<file path="config.mk">
export PLATFORM = sky130hd
export DESIGN_NAME = uie_irq_top
export DESIGN_NICKNAME = d
export VERILOG_FILES = /design/src/uie_pkg.sv /design/src/uie_evt_qual.sv /design/src/uie_axil_slave.sv /design/src/uie_irq_top.sv
export SDC_FILE = /design/constraint.sdc
export NUM_CORES = 1
export LEC_CHECK = 0
export CAP_MARGIN = 20
export CORE_AREA = 2 2 97 89
export CTS_CLUSTER_DIAMETER = 50
export DETAILED_ROUTE_END_ITERATION = 8
export DIE_AREA = 0 0 99 91
export DONT_BUFFER_PORTS = 1
export PLACE_DENSITY = 0.69
export SYNTH_ARGS = -nofsm -noshare
export SYNTH_HDL_FRONTEND = slang
export SYNTH_HIERARCHICAL = 1
export SYNTH_SLANG_ARGS = --single-unit
</file>
<file path="constraint.sdc">
create_clock -name CLK -period 2.1 [get_ports CLK]
set_input_delay 0.105 -clock CLK [delete_from_list [all_inputs] [get_ports CLK]]
set_output_delay 0.105 -clock CLK [all_outputs]
set_load 0.005 [all_outputs]
</file>
<file path="src/uie_pkg.sv">
// Shared constants of the IN-endpoint interrupt enable block.
// Assumes a 32-bit AXI4-Lite register bus, one aligned word per register.
package uie_pkg;

   // Register indices; byte address is four times the index
   localparam logic [7:0] UIE_IDX_MASK = 8'h07;
   localparam logic [7:0] UIE_IDX_STAT = 8'h08;
   localparam logic [7:0] UIE_IDX_CLR = 8'h09;
   localparam int UIE_ADDR_W = 8;
   localparam logic [7:0] UIE_ADDR_MASK = 8'(UIE_IDX_MASK * 4);
   localparam logic [7:0] UIE_ADDR_STAT = 8'(UIE_IDX_STAT * 4);
   localparam logic [7:0] UIE_ADDR_CLR = 8'(UIE_IDX_CLR * 4);

   // Field layout shared by mask, status and clear
   localparam int UIE_EP_NUM = 4;
   localparam int UIE_BIT_CTRL = 0;
   localparam int UIE_BIT_IN1 = 1;
   localparam int UIE_BIT_IN2 = 2;
   localparam int UIE_BIT_IN3 = 3;
   localparam logic [3:0] UIE_MASK_RST = 4'hF;
   localparam logic [3:0] UIE_STAT_RST = 4'h0;

   // AXI response codes
   localparam logic [1:0] UIE_RESP_OKAY = 2'h0;
   localparam logic [1:0] UIE_RESP_SLVERR = 2'h2;

   // Read channel states, Gray coded along idle, look-up, data
   typedef enum logic [1:0] {
      UIE_RD_IDLE = 2'h0,
      UIE_RD_LOOK = 2'h1,
      UIE_RD_DATA = 2'h3
   } uie_rd_state_e;

endpackage

</file>
<file path="src/uie_evt_qual.sv">
// Completion-event qualifier for one IN endpoint.
// Assumes packet, error and handshake strobes are one-cycle pulses on CLK.
`timescale 1ns/1ps
`default_nettype none
module uie_evt_qual
   import uie_pkg::*;
(
   input wire logic clk,
   input wire logic rst_b,
   input wire logic pkt_done,
   input wire logic pkt_err,
   input wire logic hs_ack,
   output logic evt
);

   logic armed_q;
   logic evt_q;

   // Armed once a whole clean packet has gone out; an error disarms it
   always_ff @(posedge clk) begin
      if (!rst_b) begin
         armed_q <= 1'b0;
      end else if (pkt_done && !pkt_err) begin
         armed_q <= 1'b1;
      end else if (pkt_err || hs_ack) begin
         armed_q <= 1'b0;
      end
   end

   // Event only when the host handshake follows a clean packet
   always_ff @(posedge clk) begin
      if (!rst_b) begin
         evt_q <= 1'b0;
      end else begin
         evt_q <= armed_q && hs_ack && !pkt_err;
      end
   end

   assign evt = evt_q;
endmodule
`default_nettype wire

</file>
<file path="src/uie_axil_slave.sv">
// AXI4-Lite slave front end: handshakes, address hold and response timing.
// Assumes the register file answers combinationally within the same cycle.
`timescale 1ns/1ps
`default_nettype none
module uie_axil_slave
   import uie_pkg::*;
(
   input wire logic clk,
   input wire logic rst_b,
   input wire logic [UIE_ADDR_W-1:0] awaddr,
   input wire logic awvalid,
   output logic awready,
   input wire logic [31:0] wdata,
   input wire logic [3:0] wstrb,
   input wire logic wvalid,
   output logic wready,
   output logic [1:0] bresp,
   output logic bvalid,
   input wire logic bready,
   input wire logic [UIE_ADDR_W-1:0] araddr,
   input wire logic arvalid,
   output logic arready,
   output logic [31:0] rdata,
   output logic [1:0] rresp,
   output logic rvalid,
   input wire logic rready,
   output logic wr_fire,
   output logic [UIE_ADDR_W-1:0] wr_addr,
   output logic [31:0] wr_data,
   output logic [3:0] wr_strb,
   input wire logic wr_ok,
   output logic rd_fire,
   output logic [UIE_ADDR_W-1:0] rd_addr,
   input wire logic [31:0] rd_data,
   input wire logic rd_ok
);

   logic aw_held_q;
   logic w_held_q;
   logic awready_q;
   logic wready_q;
   logic bvalid_q;
   logic [1:0] bresp_q;
   logic [UIE_ADDR_W-1:0] awaddr_q;
   logic [31:0] wdata_q;
   logic [3:0] wstrb_q;
   uie_rd_state_e rd_st_q;
   logic [UIE_ADDR_W-1:0] araddr_q;
   logic [31:0] rdata_q;
   logic [1:0] rresp_q;
   logic arready_q;
   logic rvalid_q;

   // Write fires once both halves are held and no response is pending
   assign wr_fire = aw_held_q && w_held_q && !bvalid_q;
   assign wr_addr = awaddr_q;
   assign wr_data = wdata_q;
   assign wr_strb = wstrb_q;

   // Address and data are taken independently, in either order
   always_ff @(posedge clk) begin
      if (!rst_b) begin
         aw_held_q <= 1'b0;
         awready_q <= 1'b0;
         awaddr_q <= '0;
      end else if (awvalid && awready_q) begin
         aw_held_q <= 1'b1;
         awready_q <= 1'b0;
         awaddr_q <= awaddr;
      end else if (wr_fire) begin
         aw_held_q <= 1'b0;
      end else if (!aw_held_q && !bvalid_q) begin
         awready_q <= 1'b1;
      end
   end

   always_ff @(posedge clk) begin
      if (!rst_b) begin
         w_held_q <= 1'b0;
         wready_q <= 1'b0;
         wdata_q <= '0;
         wstrb_q <= '0;
      end else if (wvalid && wready_q) begin
         w_held_q <= 1'b1;
         wready_q <= 1'b0;
         wdata_q <= wdata;
         wstrb_q <= wstrb;
      end else if (wr_fire) begin
         w_held_q <= 1'b0;
      end else if (!w_held_q && !bvalid_q) begin
         wready_q <= 1'b1;
      end
   end

   // Response stands until the master takes it; ready stays low meanwhile
   always_ff @(posedge clk) begin
      if (!rst_b) begin
         bvalid_q <= 1'b0;
         bresp_q <= UIE_RESP_OKAY;
      end else if (wr_fire) begin
         bvalid_q <= 1'b1;
         bresp_q <= wr_ok ? UIE_RESP_OKAY : UIE_RESP_SLVERR;
      end else if (bvalid_q && bready) begin
         bvalid_q <= 1'b0;
      end
   end

   assign rd_fire = (rd_st_q == UIE_RD_LOOK);
   assign rd_addr = araddr_q;

   // Read: take address, look up, hold data; ready and valid are own flops
   always_ff @(posedge clk) begin
      if (!rst_b) begin
         rd_st_q <= UIE_RD_IDLE;
         arready_q <= 1'b1;
         rvalid_q <= 1'b0;
         araddr_q <= '0;
         rdata_q <= '0;
         rresp_q <= UIE_RESP_OKAY;
      end else begin
         case (rd_st_q)
            UIE_RD_IDLE: begin
               if (arvalid) begin
                  araddr_q <= araddr;
                  arready_q <= 1'b0;
                  rd_st_q <= UIE_RD_LOOK;
               end
            end
            UIE_RD_LOOK: begin
               rdata_q <= rd_data;
               rresp_q <= rd_ok ? UIE_RESP_OKAY : UIE_RESP_SLVERR;
               rvalid_q <= 1'b1;
               rd_st_q <= UIE_RD_DATA;
            end
            UIE_RD_DATA: begin
               if (rready) begin
                  rvalid_q <= 1'b0;
                  arready_q <= 1'b1;
                  rd_st_q <= UIE_RD_IDLE;
               end
            end
            default: begin
               arready_q <= 1'b1;
               rvalid_q <= 1'b0;
               rd_st_q <= UIE_RD_IDLE;
            end
         endcase
      end
   end

   assign awready = awready_q;
   assign wready = wready_q;
   assign bvalid = bvalid_q;
   assign bresp = bresp_q;
   assign arready = arready_q;
   assign rvalid = rvalid_q;
   assign rdata = rdata_q;
   assign rresp = rresp_q;
endmodule
`default_nettype wire

</file>
<file path="src/uie_irq_top.sv">
// IN-endpoint interrupt enable block with event status and one IRQ line.
// Assumes endpoint strobes come from logic on CLK; registers over AXI4-Lite.
//
// The AXI4-Lite interface to the registers was left to the implementer.
`timescale 1ns/1ps
`default_nettype none
module uie_irq_top
   import uie_pkg::*;
(
   input wire logic CLK,
   input wire logic RST_B,
   input wire logic [UIE_ADDR_W-1:0] S_AXI_AWADDR,
   input wire logic S_AXI_AWVALID,
   output logic S_AXI_AWREADY,
   input wire logic [31:0] S_AXI_WDATA,
   input wire logic [3:0] S_AXI_WSTRB,
   input wire logic S_AXI_WVALID,
   output logic S_AXI_WREADY,
   output logic [1:0] S_AXI_BRESP,
   output logic S_AXI_BVALID,
   input wire logic S_AXI_BREADY,
   input wire logic [UIE_ADDR_W-1:0] S_AXI_ARADDR,
   input wire logic S_AXI_ARVALID,
   output logic S_AXI_ARREADY,
   output logic [31:0] S_AXI_RDATA,
   output logic [1:0] S_AXI_RRESP,
   output logic S_AXI_RVALID,
   input wire logic S_AXI_RREADY,
   input wire logic [2:0] IN_PKT_SENT,
   input wire logic [2:0] IN_PKT_ERR,
   input wire logic [2:0] IN_HS_ACK,
   input wire logic CTRL_EP_EVT,
   output logic IRQ
);

   logic wr_fire;
   logic [UIE_ADDR_W-1:0] wr_addr;
   logic [31:0] wr_data;
   logic [3:0] wr_strb;
   logic wr_ok;
   logic rd_fire;
   logic [UIE_ADDR_W-1:0] rd_addr;
   logic [31:0] rd_data;
   logic rd_ok;
   logic [2:0] in_evt;
   logic [UIE_EP_NUM-1:0] evt_all;
   logic [UIE_EP_NUM-1:0] mask_q;
   logic [UIE_EP_NUM-1:0] stat_q;
   logic [UIE_EP_NUM-1:0] stat_d;
   logic [UIE_EP_NUM-1:0] clr_hit;
   logic irq_q;
   logic rd_is_mask_q;

   uie_axil_slave u_bus (
      .clk(CLK),
      .rst_b(RST_B),
      .awaddr(S_AXI_AWADDR),
      .awvalid(S_AXI_AWVALID),
      .awready(S_AXI_AWREADY),
      .wdata(S_AXI_WDATA),
      .wstrb(S_AXI_WSTRB),
      .wvalid(S_AXI_WVALID),
      .wready(S_AXI_WREADY),
      .bresp(S_AXI_BRESP),
      .bvalid(S_AXI_BVALID),
      .bready(S_AXI_BREADY),
      .araddr(S_AXI_ARADDR),
      .arvalid(S_AXI_ARVALID),
      .arready(S_AXI_ARREADY),
      .rdata(S_AXI_RDATA),
      .rresp(S_AXI_RRESP),
      .rvalid(S_AXI_RVALID),
      .rready(S_AXI_RREADY),
      .wr_fire(wr_fire),
      .wr_addr(wr_addr),
      .wr_data(wr_data),
      .wr_strb(wr_strb),
      .wr_ok(wr_ok),
      .rd_fire(rd_fire),
      .rd_addr(rd_addr),
      .rd_data(rd_data),
      .rd_ok(rd_ok)
   );

   // One qualifier per IN endpoint 1..3
   genvar gi;
   generate
      for (gi = 0; gi < 3; gi++) begin : g_in_ep
         uie_evt_qual u_qual (
            .clk(CLK),
            .rst_b(RST_B),
            .pkt_done(IN_PKT_SENT[gi]),
            .pkt_err(IN_PKT_ERR[gi]),
            .hs_ack(IN_HS_ACK[gi]),
            .evt(in_evt[gi])
         );
      end
   endgenerate

   // Bit 0 is the control endpoint, bits 3..1 the IN endpoints
   assign evt_all = {in_evt, CTRL_EP_EVT};

   // Writes land only on mapped words; the low byte lane carries the fields
   assign wr_ok = (wr_addr == UIE_ADDR_MASK) || (wr_addr == UIE_ADDR_CLR)
      || (wr_addr == UIE_ADDR_STAT);

   // Enable mask: only the four low bits are stored
   always_ff @(posedge CLK) begin
      if (!RST_B) begin
         mask_q <= UIE_MASK_RST;
      end else if (wr_fire && wr_strb[0] && wr_addr == UIE_ADDR_MASK) begin
         mask_q <= wr_data[UIE_EP_NUM-1:0];
      end
   end

   // Write-one-to-clear strobe; the status word itself is read only
   assign clr_hit = (wr_fire && wr_strb[0] && wr_addr == UIE_ADDR_CLR)
      ? wr_data[UIE_EP_NUM-1:0] : '0;

   // Sticky status; a new event wins over a clear in the same cycle
   always_comb begin
      stat_d = (stat_q & ~clr_hit) | evt_all;
   end

   always_ff @(posedge CLK) begin
      if (!RST_B) begin
         stat_q <= UIE_STAT_RST;
      end else begin
         stat_q <= stat_d;
      end
   end

   // Level interrupt from a flop: costs one cycle but keeps IRQ glitch free
   always_ff @(posedge CLK) begin
      if (!RST_B) begin
         irq_q <= 1'b0;
      end else begin
         irq_q <= |(stat_q & mask_q);
      end
   end

   assign IRQ = irq_q;

   // Read mux; upper bits are always zero and the clear word reads zero
   always_comb begin
      rd_data = 32'h0000_0000;
      rd_ok = 1'b1;
      case (rd_addr)
         UIE_ADDR_MASK: rd_data[UIE_EP_NUM-1:0] = mask_q;
         UIE_ADDR_STAT: rd_data[UIE_EP_NUM-1:0] = stat_q;
         UIE_ADDR_CLR: rd_data = 32'h0000_0000;
         default: rd_ok = 1'b0;
      endcase
   end

   // Helper for the read-back check only
   always_ff @(posedge CLK) begin
      if (!RST_B) begin
         rd_is_mask_q <= 1'b0;
      end else if (rd_fire) begin
         rd_is_mask_q <= (rd_addr == UIE_ADDR_MASK);
      end
   end

   // Status bits: set by events, cleared by lone clears, sticky otherwise
   generate
      for (gi = 0; gi < UIE_EP_NUM; gi++) begin : g_stat_chk

      end
   endgenerate

   // Each IN endpoint end to end: clean packet, handshake, status, IRQ
   generate
      for (gi = 0; gi < 3; gi++) begin : g_in_chk

      end
   endgenerate
endmodule
`default_nettype wire

</file>
Word-level counts from Yosys, hierarchy flattened
Cells that the tools add are included.

Flip-flop bits (word level): 53. Output and inout port bits: 42. Input bits: 69.

Eq/ne operators: 10. Bitwise operators: 8. Multiplexer cells: 24. Reductions and logical operators: 47.

Operators by type and width (count): equality test 8 x 6 -> 1 bit, second input constant (4); logical AND 1 bit (19); equality test 8 x 5 -> 1 bit, second input constant (2); 2-to-1 mux 1 bit (15); nonzero test 2 bit (6); AND reduction 2 bit (5); AND 4 bit (2); 2-to-1 mux 2 bit (4); one-hot mux 4 bit (2 select lines) (1); logical NOT 1 bit (6); one-hot mux 1 bit (3 select lines) (2); one-hot mux 2 bit (3 select lines) (1); logical OR 1 bit (5); 2-to-1 mux 4 bit (1); inequality test 2 bit, second input constant (2); NOT 1 bit (4); NOT 4 bit (1); bitwise OR 4 bit (1); OR reduction 2 bit (2); OR reduction 4 bit (1); AND reduction 3 bit (1); OR reduction 3 bit (1); equality test 2 x 1 -> 1 bit, second input constant (1); equality test 2 bit, second input constant (1); logical NOT 2 bit (1).

Logic depth before layout (Yosys ltp)
Depth in word-level cells: 8. Gate-level depth with buffers: 6.

By module
Netlist, hierarchy kept.

Modules (own cells, without submodules): uie_axil_slave (cells an instance 413, area an instance 3568.4 um^2, seq. area each 1901.8 um^2, times used 1); uie_irq_top (cells an instance 60, area an instance 525.5 um^2, seq. area each 180.2 um^2, times used 1); uie_evt_qual (cells an instance 6, area an instance 70.1 um^2, seq. area each 40.0 um^2, times used 3).

Worst setup path before layout
No wires, ideal clock.

Kind: flip-flop to flip-flop. From: register u_bus.awaddr_q[1], in the netlist u_bus/wr_addr[1]. To: register mask_q[0]. Stages on the path, launching flop included: 4. Path slack: 684 ps. Arrival: 1344 ps. Clock period less this slack: 1416 ps. Data required time: 2028 ps. Library setup time: 72 ps. Cell sequence: dfxtp_1 -> or4_4 -> nor3_4 -> mux2i_1.

Cells in the longest elaborated chain, start to end: 2.

Ends and longest elaborated chain: from (decl) (line uie_axil_slave.sv:44) `logic [UIE_ADDR_W-1:0] awaddr_q;`; from (signal assigned) (line uie_axil_slave.sv:69) `awaddr_q <= awaddr;`; equality test 8 x 5 -> 1 bit (line uie_irq_top.sv:111) `end else if (wr_fire && wr_strb[0] && wr_addr == UIE_ADDR_MASK) begin`; logical AND 1 bit (line uie_irq_top.sv:111); to (signal assigned) (line uie_irq_top.sv:112) `mask_q <= wr_data[UIE_EP_NUM-1:0];`; to (decl) (line uie_irq_top.sv:47) `logic [UIE_EP_NUM-1:0] mask_q;`.

No other way between the ends. A chain may end at the register's enable or synchronous reset.

Worst setup path after layout
From: register u_bus.awaddr_q[1], in the netlist u_bus/wr_addr[1]. To: register stat_q[3].

Cells in the longest elaborated chain, start to end: 6.

Ends and longest elaborated chain: equality test 8 x 6 -> 1 bit (line uie_irq_top.sv:117) `assign clr_hit = (wr_fire && wr_strb[0] && wr_addr == UIE_ADDR_CLR)`; logical AND 1 bit (line uie_irq_top.sv:117); 2-to-1 mux 4 bit (line uie_irq_top.sv:118) `? wr_data[UIE_EP_NUM-1:0] : '0;`; NOT 4 bit (line uie_irq_top.sv:122) `stat_d = (stat_q & ~clr_hit) | evt_all;`; AND 4 bit (line uie_irq_top.sv:122); bitwise OR 4 bit (line uie_irq_top.sv:122); to (signal assigned) (line uie_irq_top.sv:129) `stat_q <= stat_d;`; to (decl) (line uie_irq_top.sv:48) `logic [UIE_EP_NUM-1:0] stat_q;`.

No other way between the ends.

==> results.py <==
metrics = {
    "sta": {
        "slew-limit-headroom_pct": 64.2,
        "fmax_mhz": 636,
        "min_period_ns": 1.57,
        "post-route-period-util_pct": 74.9,
        "tns_ns": 0,
        "rsz0062_at_grt": "false",
        "finClkSkew_ns": 0.0111,
        "setup_slack_ns": 0.527,
        "slew_violations": 0,
        "setup_violations": 0,
        "tightestPinTransition_ns": 0.537,
        "final_hold_viol_count": 0,
    },
    "route": {
        "first_iter_violations": 69,
        "drt_pre_antenna_iters": 4,
        "route.vias.total": 2488,
        "ant_nets": 0,
        "routed_via_density": 4.80,
        "drc": 0,
        "routed_wl_mm": 6.70,
        "wl_per_cell_um": 12.9,
    },
    "place": {
        "dp_hpwl_mm": 4.42,
        "gp_congestion": 0.731,
        "numPortBuffers": 0,
        "placed_area_um2": 3280,
        "dp.cells": 466,
        "dp_slack_ns": 0.554,
    },
    "status": {
        "run_status": "finished, final reports clean",
    },
    "layout": {
        "drive_above_1_share_pct": 6.68,
        "final_nets": 483,
        "area_growth_pct": 21.0,
        "design_area_um2": 3860,
        "stdcell_count": 518,
        "num-fill-cells": 768,
        "n_antenna_cell": 0,
    },
    "grt": {
        "gr-usage-met1_pct": 18.2,
        "track_usage_pct": 15.5,
        "grtUsageMet2_pct": 25.7,
        "met3_usage_pct": 6.08,
        "grt_pass1_wl_mm": 11.2,
        "grt_max_degree": 92,
        "grt.overflow.total": 0,
        "busiest_layer": "met2",
        "antenna_found_initial": 0,
        "grt_pass1_vias": 2463,
    },
    "worst_setup_path": {
        "end_kind": "flop",
        "path_cells": "or4_4 -> nor4_4 -> a31oi_1",
        "required_ns": 2.32,
        "path_class": "reg2reg",
        "max_stage_delay_ns": 0.58,
        "crit_path_top_delay_cell": "or4_4",
        "start_kind": "flop",
        "crit_arrival_ns": 1.79,
        "critical_path_peak_fanout": 4,
    },
    "power": {
        "total_power_mw": 3.07,
        "p_seq_share_pct": 53.8,
        "p_int_mw": 2.31,
        "switching_share_pct": 24.9,
        "powerDensity_nw_per_um2": 796,
        "ir_worst_vdd_v": 0.000487,
        "p_sw_mw": 0.766,
        "comb_power_share_pct": 9.9,
        "clkPwrFrac_pct": 36.3,
        "p_leak_nw": 1.50,
    },
    "cts": {
        "post_cts_resize_count": 0,
        "cts-root-buf": "clkbuf_8",
        "clock_latency_ns": 0.35,
        "htree_num_levels": 3,
        "cts_buffers": 9,
        "cts_buffer_depth": 2,
        "clk_pin_slew_ns": 0.08,
        "clock-sinks": 79,
        "tritoncts": "done",
    },
    "yosys": {
        "netlist_area_um2": 3190,
        "synth.avg_cell_area_um2": 8.84,
        "ys_warn_count": 6,
        "syn_inst": 361,
    },
    "floorplan": {
        "row_count": 31,
        "coreArea_um2": 7950,
        "die_h_um": 91,
        "fp.dieW_um": 99,
        "initial_core_util_pct": 40.1,
        "die-area_um2": 9010,
        "ios": 111,
    },
    "hold_path": {
        "hold_path.class": "in2reg",
    },
    "run": {
        "maxCapViolCount": 0,
    },
}
## metal layers
| layer | vias to the layer above | routed length (µm) |
|---|---|---|
| met2 | 66 | 3250 |
| met5 | - | 0 |
| met1 | 1129 | 2850 |
| li1 | 1283 | - |
| met4 | 0 | 85 |
| met3 | 10 | 513 |
## power by group through the flow
stage	Combinational (mW)	Clock [mW]	Sequential [mW]
floorplan	0.239	0	1.66
global placement	0.217	0	1.68
detailed placement	0.224	0	1.69
CTS	0.304	1.16	1.65
global route	0.349	1.21	1.66
finish	0.305	1.12	1.65
## through the flow
step / util, % / hold slack, ns
2_1_floorplan: - / 0.197
3_3_place_gp: 41.3 / 0.198
3_5_place_dp: 41.3 / 0.199
4_1_cts: 48.5 / 0.00647
5_1_grt: 48.5 / 0.0330
6_report: 48.5 / 0.0263
## placed cells by master, fill, tap and decap left out, drive strengths merged, types with 5 or more instances in the layout
master / count
nand3: 16
o21ai: 16
inv: 12
clkbuf: 11
a22oi: 6
dfxtp: 79
o211a: 5
dlygate4sd3: 35
nand2: 96
a21boi: 49
nor2b: 14
nor2: 7
conb: 30
## state kept, by name, summed over array words and instances (netlist names), 2 cells and up
name                    flops
u_bus/wr_data               4
u_bus/rd_addr               8
u_bus/rdata                32
mask_q                      4
u_bus/wr_addr               8
stat_q                      4
u_bus/rd_st_q               2
g_in_ep.u_qual/armed_q      3
g_in_ep.u_qual/evt          3
## area by class of cell
| type | instances | area [µm²] | area share [%] |
|---|---|---|---|
| clock buffers | 11 | 141 | 3.66 |
| repair buffers | 39 | 400 | 10.4 |
| flip-flops and latches | 79 | 1580 | 41.0 |
| clock inverters | 5 | 56.3 | 1.46 |
| multi-input cells | 274 | 1510 | 39.2 |
| well taps | 99 | 124 | 3.21 |
| inverters | 11 | 43.8 | 1.13 |
## what timing repair did
| action | 4_1_cts | 5_1_grt |
|---|---|---|
| hold endpoints to repair | 79 | 0 |
| buffers inserted | 0 | 0 |
| hold buffers | 36 | 0 |
## worst paths after layout
path / startpoint / cells after the start / slack [ns] / to
max reg2reg: u_bus/wr_addr[1]$_SDFFE_PN0P_ / 3 / 0.53 / stat_q[3]$_SDFF_PN0_
min: S_AXI_ARVALID / 3 / 0.03 / u_bus/rd_st_q[0]$_SDFFE_PN0P_
max: u_bus/wr_addr[1]$_SDFFE_PN0P_ / 3 / 0.53 / stat_q[3]$_SDFF_PN0_
min reg2reg: u_bus/rd_addr[6]$_SDFFE_PN0P_ / 2 / 0.47 / u_bus/rd_addr[6]$_SDFFE_PN0P_
## critical path, delay by kind of cell (launching register included)
family | cells | cell delay (ns)
AND/OR/NAND/NOR | 2 | 1.00
flip-flops | 1 | 0.32
AO/OA/AOI/OAI | 1 | 0.13
Note: power is estimated with default switching activity, not from simulation.
